===== src/verilog/civr_pkg.sv =====
// Constants and types shared by the interrupt vector report logic.
package civr_pkg;
    // ------------------------------------------------------------
    // Register map
    // ------------------------------------------------------------
    localparam logic [11:0] ADDR_VEC = 12'h000;
    localparam logic [11:0] ADDR_FLAG = 12'h004;
    localparam logic [11:0] ADDR_MASK = 12'h008;
    localparam logic [11:0] ADDR_BUFP = 12'h00c;

    // ------------------------------------------------------------
    // Field layout
    // ------------------------------------------------------------
    localparam int TX_FLAG_BIT = 0;
    localparam int RX_FLAG_BIT = 1;
    localparam int NUM_BUF = 16;
    localparam int NUM_TX_BUF = 8;
    localparam int FILT_LSB = 8;
    localparam int CODE_W = 7;
    localparam int FILT_W = 5;

    // ------------------------------------------------------------
    // Source codes
    // ------------------------------------------------------------
    localparam logic [6:0] CODE_NONE = 7'h40;
    localparam logic [6:0] CODE_ERROR = 7'h41;
    localparam logic [6:0] CODE_WAKE = 7'h42;
    localparam logic [6:0] CODE_FIFO_AF = 7'h44;
    localparam logic [4:0] FILT_RESET = 5'h00;

    // Event carrier from the protocol engine.
    typedef struct packed {
        logic [15:0] buf_event;
        logic [4:0] filter_idx;
        logic error;
        logic wakeup;
        logic fifo_almost_full;
    } civr_evt_t;
endpackage


===== src/verilog/civr_top.sv =====
// Interrupt vector and buffer interrupt flag logic with an APB slave.
//
// What this block does
// - Read-only vector holds matched filter index.
// - Seven-bit code reports the pending source.
// - Receive buffer flag sits at bit one.
// - Transmit buffer flag sits at bit zero.
// - Flag reads one after its request.
// - Flag reads zero without a request.
//
// The implementer's own choices: the register addresses and the APB register port.
module civr_top (
    // Clock and reset
    input wire logic pclk,
    input wire logic presetn,
    // APB slave
    input wire logic psel,
    input wire logic penable,
    input wire logic pwrite,
    input wire logic [11:0] paddr,
    input wire logic [31:0] pwdata,
    output logic [31:0] prdata,
    output logic pready,
    output logic pslverr,
    // Protocol engine events
    input wire civr_pkg::civr_evt_t evt,
    // Interrupt
    output logic irq
);
    // ------------------------------------------------------------
    // Bus decode
    // ------------------------------------------------------------
    logic wr_en;
    logic hit;
    logic [1:0] flag_reg, flag_next;
    logic [1:0] mask_reg, mask_next;
    logic [15:0] bufp_reg, bufp_next;
    logic [4:0] filt_reg, filt_next;
    logic [6:0] code_reg, code_next;
    logic [15:0] vec_word;
    logic [31:0] rd_word;
    logic [31:0] prdata_reg, prdata_next;
    logic irq_reg, irq_next;

    // Zero wait states keep the master simple; every access ends at once.
    assign pready = 1'b1;
    assign wr_en = psel & penable & pwrite;
    assign hit = (paddr == civr_pkg::ADDR_VEC) |
                 (paddr == civr_pkg::ADDR_FLAG) |
                 (paddr == civr_pkg::ADDR_MASK) |
                 (paddr == civr_pkg::ADDR_BUFP);
    assign pslverr = psel & penable & ~hit;

    assign vec_word = {3'h0, filt_reg, 1'b0, code_reg};

    // Read mux; unmapped addresses read zero.
    always_comb begin
        rd_word = 32'h0000_0000;
        case (paddr)
            civr_pkg::ADDR_VEC: rd_word = {16'h0000, vec_word};
            civr_pkg::ADDR_FLAG: rd_word = {30'h0, flag_reg};
            civr_pkg::ADDR_MASK: rd_word = {30'h0, mask_reg};
            civr_pkg::ADDR_BUFP: rd_word = {16'h0000, bufp_reg};
            default: rd_word = 32'h0000_0000;
        endcase
    end

    // Read data is captured in the setup cycle so that it leaves from a
    // register and stands through the access phase. A flag that changes
    // during the access cycle shows on the next read instead.
    always_comb begin
        prdata_next = prdata_reg;
        if (psel && !penable && !pwrite) begin
            prdata_next = rd_word;
        end
    end

    // ------------------------------------------------------------
    // Flags, pending buffers and vector
    // ------------------------------------------------------------
    logic tx_set;
    logic rx_set;
    logic [1:0] flag_clr;
    logic [15:0] bufp_clr;

    assign tx_set = |evt.buf_event[civr_pkg::NUM_TX_BUF-1:0];
    assign rx_set = |evt.buf_event[civr_pkg::NUM_BUF-1:civr_pkg::NUM_TX_BUF];
    assign flag_clr = (wr_en && paddr == civr_pkg::ADDR_FLAG) ?
                      pwdata[1:0] : 2'b00;
    assign bufp_clr = (wr_en && paddr == civr_pkg::ADDR_BUFP) ?
                      pwdata[15:0] : 16'h0000;

    // Next state; a set arriving with a clear wins so no event is lost.
    always_comb begin
        flag_next = flag_reg;
        mask_next = mask_reg;
        bufp_next = (bufp_reg & ~bufp_clr) | evt.buf_event;
        filt_next = filt_reg;
        flag_next[civr_pkg::TX_FLAG_BIT] =
            (flag_reg[civr_pkg::TX_FLAG_BIT] &
             ~flag_clr[civr_pkg::TX_FLAG_BIT]) | tx_set;
        flag_next[civr_pkg::RX_FLAG_BIT] =
            (flag_reg[civr_pkg::RX_FLAG_BIT] &
             ~flag_clr[civr_pkg::RX_FLAG_BIT]) | rx_set;
        if (wr_en && paddr == civr_pkg::ADDR_MASK) begin
            mask_next = pwdata[1:0];
        end
        if (rx_set) begin
            filt_next = evt.filter_idx;
        end
        code_next = civr_pkg::CODE_NONE;
        if (evt.error) begin
            code_next = civr_pkg::CODE_ERROR;
        end else if (evt.wakeup) begin
            code_next = civr_pkg::CODE_WAKE;
        end else if (evt.fifo_almost_full) begin
            code_next = civr_pkg::CODE_FIFO_AF;
        end else begin
            for (int i = civr_pkg::NUM_BUF - 1; i >= 0; i--) begin
                if (bufp_next[i]) begin
                    code_next = 7'(i);
                end
            end
        end
    end

    // Registers only; reset shows the no-interrupt code.
    always_ff @(posedge pclk or negedge presetn) begin
        if (!presetn) begin
            flag_reg <= 2'b00;
            mask_reg <= 2'b00;
            bufp_reg <= 16'h0000;
            filt_reg <= civr_pkg::FILT_RESET;
            code_reg <= civr_pkg::CODE_NONE;
            prdata_reg <= 32'h0000_0000;
            irq_reg <= 1'b0;
        end else begin
            flag_reg <= flag_next;
            mask_reg <= mask_next;
            bufp_reg <= bufp_next;
            filt_reg <= filt_next;
            code_reg <= code_next;
            prdata_reg <= prdata_next;
            irq_reg <= irq_next;
        end
    end

    // flag raises interrupt when its mask bit is set
    // The level is built from next values, so it moves on the same edge as
    // the flags and the mask while still leaving from a register.
    assign irq_next = |(flag_next & mask_next);
    assign irq = irq_reg;
    assign prdata = prdata_reg;

    // ------------------------------------------------------------
    // Assertions
    // ------------------------------------------------------------
    property p_reserved_zero;
        @(posedge pclk) disable iff (!presetn)
        (psel && penable && !pwrite && paddr == civr_pkg::ADDR_VEC) |->
            prdata[31:13] == 19'h00000 && prdata[7] == 1'b0;
    endproperty
    a_reserved_zero: assert property (p_reserved_zero)
        else $error("Reserved vector bits not zero.");

    property p_filt_capture;
        @(posedge pclk) disable iff (!presetn)
        rx_set |=> filt_reg == $past(evt.filter_idx);
    endproperty
    a_filt_capture: assert property (p_filt_capture)
        else $error("Filter index not captured.");

    property p_read_capture;
        @(posedge pclk) disable iff (!presetn)
        (psel && !penable && !pwrite && paddr == civr_pkg::ADDR_VEC) |=>
            prdata[15:0] == $past(vec_word);
    endproperty
    a_read_capture: assert property (p_read_capture)
        else $error("Vector read data not captured.");

    property p_code_none;
        @(posedge pclk) disable iff (!presetn)
        (!evt.error && !evt.wakeup && !evt.fifo_almost_full &&
         bufp_next == 16'h0000) |=> code_reg == civr_pkg::CODE_NONE;
    endproperty
    a_code_none: assert property (p_code_none)
        else $error("No-interrupt code missing.");

    property p_code_low;
        @(posedge pclk) disable iff (!presetn)
        (!evt.error && !evt.wakeup && !evt.fifo_almost_full &&
         bufp_next[0]) |=> code_reg == 7'h00;
    endproperty
    a_code_low: assert property (p_code_low)
        else $error("Lowest buffer code not reported.");

    property p_rx_set;
        @(posedge pclk) disable iff (!presetn)
        rx_set |=> flag_reg[civr_pkg::RX_FLAG_BIT];
    endproperty
    a_rx_set: assert property (p_rx_set)
        else $error("Receive flag not set.");

    property p_tx_set;
        @(posedge pclk) disable iff (!presetn)
        tx_set |=> flag_reg[civr_pkg::TX_FLAG_BIT];
    endproperty
    a_tx_set: assert property (p_tx_set)
        else $error("Transmit flag not set.");

    property p_flag_hold;
        @(posedge pclk) disable iff (!presetn)
        (flag_reg[0] && !(flag_clr[0] && !tx_set)) |=> flag_reg[0];
    endproperty
    a_flag_hold: assert property (p_flag_hold)
        else $error("Transmit flag dropped without clear.");

    property p_flag_zero;
        @(posedge pclk) disable iff (!presetn)
        (!flag_reg[1] && !rx_set) |=> !flag_reg[1];
    endproperty
    a_flag_zero: assert property (p_flag_zero)
        else $error("Receive flag set without request.");

    property p_flag_clear;
        @(posedge pclk) disable iff (!presetn)
        (flag_clr[civr_pkg::RX_FLAG_BIT] && !rx_set) |=>
            !flag_reg[civr_pkg::RX_FLAG_BIT];
    endproperty
    a_flag_clear: assert property (p_flag_clear)
        else $error("Receive flag kept after clear.");

    property p_prio_error;
        @(posedge pclk) disable iff (!presetn)
        evt.error |=> code_reg == civr_pkg::CODE_ERROR;
    endproperty
    a_prio_error: assert property (p_prio_error)
        else $error("Error source not given priority.");

    property p_irq;
        @(posedge pclk) disable iff (!presetn)
        irq == ((flag_reg[0] && mask_reg[0]) || (flag_reg[1] && mask_reg[1]));
    endproperty
    a_irq: assert property (p_irq)
        else $error("Interrupt output wrong.");
endmodule // civr_top

===== config.mk =====
export PLATFORM = sky130hd
export DESIGN_NAME = civr_top
export DESIGN_NICKNAME = d
export VERILOG_FILES = /design/src/verilog/civr_pkg.sv /design/src/verilog/civr_top.sv
export SDC_FILE = /design/constraint.sdc
export NUM_CORES = 1
export LEC_CHECK = 0
export ABC_AREA = 0
export BUFFER_PORTS_ARGS = -buffer_cell sky130_fd_sc_hd__buf_2
export CAP_MARGIN = 20
export CELL_PAD_IN_SITES_DETAIL_PLACEMENT = 1
export CELL_PAD_IN_SITES_GLOBAL_PLACEMENT = 1
export CORE_MARGIN = 5
export CORE_UTILIZATION = 31
export CTS_CLUSTER_DIAMETER = 50
export DETAILED_ROUTE_END_ITERATION = 12
export PLACE_DENSITY_LB_ADDON = 0.1
export SETUP_SLACK_MARGIN = 0.02
export SYNTH_ARGS = -nofsm -noshare
export SYNTH_HDL_FRONTEND = slang
export SYNTH_SLANG_ARGS = --single-unit

===== constraint.sdc =====
create_clock -name pclk -period 1.65 [get_ports pclk]
set_input_delay 0.0825 -clock pclk [delete_from_list [all_inputs] [get_ports pclk]]
set_output_delay 0.0825 -clock pclk [all_outputs]
set_load 0.01 [all_outputs]

==> out/qor.yml <==
design.core.area_sq_um: 7650
synthTopCellsByCount: "dfrtp_1 (46), nand2_1 (29), inv_1 (19), buf_4 (18), nor2_1 (18)"
synth-edff-count: 0
violations: "setup timing"
n_antenna_cell: 0
slew_viol_final: 0
grt_pass1_wl_microns: 12400
netlist_area_sq_um: 2410
p_total_w: 0.00231
die_x_microns: 98.3
slowest_stage: "or4_4"
crit_path_max_fanout: 16
clock_path_buffers: 2
cts_root_buf: "clkbuf_8"
yosysSeqAreaShare: 0.488
cts_tree: "yes"
wl_per_cell_microns: 16.5
gp_congestion: 0.857
grt_start_max_net_pins: 31
register_area_sq_um: 1180
synth-seq-cells: 47
end_kind: "flip-flop"
worstPathArrival_ns: 2.08
gr-usage-all-layers: 0.162
synth_top_cell_by_area: "dfrtp_1"
ys_types: 47
path_clk_slew_ns: 0.09
cp_cell_sequence: "buf_2 -> nor4_4 -> and4b_1 -> buf_12 -> nand2_2 -> a21o_1 -> or4_4 -> o41ai_4"
nNetsFinal: 428
synth_warnings: 0
required_ns: 1.86
wl_microns: 7560
min_period_over_period: 1.13
start_util: 0.316
fmax_mhz: 535
firstDrtPassIters: 5
io_buffers: 74
syn_to_final_growth_pct: 36.5
synthFlopType: "dfrtp_1"
antenna_left: 0
stdcell_count: 458
async_flop_share: 1.00
clkSinkCount: 47
placement_rows: 32
yosys-top-cells-area: "dfrtp_1 (48%), buf_4 (5.6%), nand2_1 (4.5%), mux2_2 (4.2%), o21ai_0 (3.5%)"
synthCells: 245
peakVddDrop_v: 0.000361
dieArea_sq_um: 9660
insertion_delay_ns: 0.30
synthMostInstantiatedCell: "dfrtp_1"
power_density_nw_per_um2: 700
drt_iter0_markers: 88
antenna_found_initial: 0
final-setup-viol-count: 5
hold_viol: 0
fill_cells: 924
power.leakage_nw: 1.48
hpwl_microns: 6110
crit_type: "in2reg"
dp_cells: 447
yosys.area.top_type_share: 0.477
syn_area_per_cell_sq_um: 9.86
vias: 2175
tns_ns: -0.646
multiInputGateArea_sq_um: 1100
placed_cell_area_sq_um: 3110
run_status: "complete, but fails checks"
worst_clock_skew_ns: 0.0107
die_y_microns: 98.3
grt_pass1_vias: 2340
boundaryPins: 108
grt_overflow: 0
cts_made_buffers: 5
drc: 0
cts_max_level: 2
min_path_type: "in2reg"
slowest_delay_ns: 0.56
final_layout_size_suffix_gt1_frac: 0.427
rsz0062_at_grt: "yes"
period_needed_ns: 1.87
crit_path_start_kind: "primary input"
vias_per_cell: 4.75
stdcell_area_sq_um: 3300
fin_ws_ns: -0.220
cap_violations: 0
stage by stage:
step,hold WS (ns),utilization,setup WS [ns]
4_1_cts,0.00441,0.430,-0.208
3_3_place_gp,0.0597,0.407,-0.496
3_5_place_dp,0.0536,0.407,-0.581
2_1_floorplan,-0.213,-,-0.266
6_report,0.00560,0.431,-0.220
5_1_grt,0.00811,0.431,-0.273
kinds of logic (layout without fill, tap and decap cells):
kind of cell | after synthesis | count (layout) | share of synthesized area
AO/OA/AOI/OAI | 63 | 63 | 0.187
other | 2 | 17 | 0.00311
buffers and inverters | 43 | 139 | 0.105
flip-flops | 47 | 47 | 0.488
AND/OR/NAND/NOR | 81 | 81 | 0.176
multiplexers | 9 | 9 | 0.0420
cells in the final DEF, fill, tap and decap left out, types with 2 or more instances in the layout:
master | Yosys | routed
o21ai_0 | 17 | 17
nand2_2 | 1 | 3
nor3b_1 | 2 | 2
conb_1 | 2 | 17
buf_4 | 18 | 34
a31o_2 | 3 | 3
or4_4 | 1 | 4
nor4_4 | 0 | 2
nor4_1 | 8 | 7
a22oi_1 | 8 | 8
a31oi_1 | 11 | 11
a21o_1 | 5 | 5
nor3_1 | 6 | 5
nand2_1 | 29 | 27
nor2_1 | 18 | 18
inv_1 | 19 | 19
clkbuf_8 | 0 | 6
a222oi_1 | 2 | 2
or2_2 | 2 | 2
buf_12 | 1 | 3
buf_2 | 0 | 74
mux2_2 | 9 | 9
a21oi_1 | 3 | 3
dfrtp_1 | 46 | 46
nand3_1 | 2 | 2
timing repair:
action,4_1_cts,5_1_grt
setup buffers,2,0
hold buffers,1,0
cloned,0,0
setup endpoints to repair,5,5
endpoints found under the hold margin,16,0
pin swaps,4,1
gates resized for setup,5,2
worst max-delay path, delay by kind of cell:
kind	cells	cell delay [ns]
and+or+nand+nor	4	1.17
AOI/OAI and AO/OA	2	0.54
buffers and inverters	2	0.28
final cells by class:
type	count	share of cell area
Tap cell	102	0.0387
Inverter	19	0.0216
Multi-Input combinational cell	170	0.334
Clock buffer	6	0.0251
Clock inverter	2	0.0118
Sequential cell	47	0.357
Timing Repair Buffer	112	0.211
layer usage:
layer / up-vias / wire [microns] / GRT usage
met5: - / 0 / 0
met4: 0 / 106 / 0.0431
met3: 6 / 365 / 0.0371
met2: 67 / 3650 / 0.254
met1: 1038 / 3440 / 0.224
li1: 1064 / - / -
worst paths after layout:
check | start | endpoint | slack [ns] | cells after the start
setup / recovery | paddr[7] | code_reg[6] | -0.22 | 8
hold / removal | evt[4] | filt_reg[1] | 0.006 | 2
setup reg to reg | bufp_reg[0] | code_reg[6] | -0.11 | 4
hold reg to reg | prdata[4] | prdata[4] | 0.48 | 2
max in group asynchronous | presetn | prdata[7] | 0.88 | 3
min in group asynchronous | presetn | prdata[10] | 0.25 | 2
report_power, final:
part / total, W / internal (W) / switching, W
Clock: 0.000915 / 0.000499 / 0.000416
Sequential: 0.00117 / 0.00116 / 0.00000474
Combinational: 0.000223 / 0.0000928 / 0.000130
Total: 0.00231 / 0.00175 / 0.000551
Power figures use the tool's default switching activity.
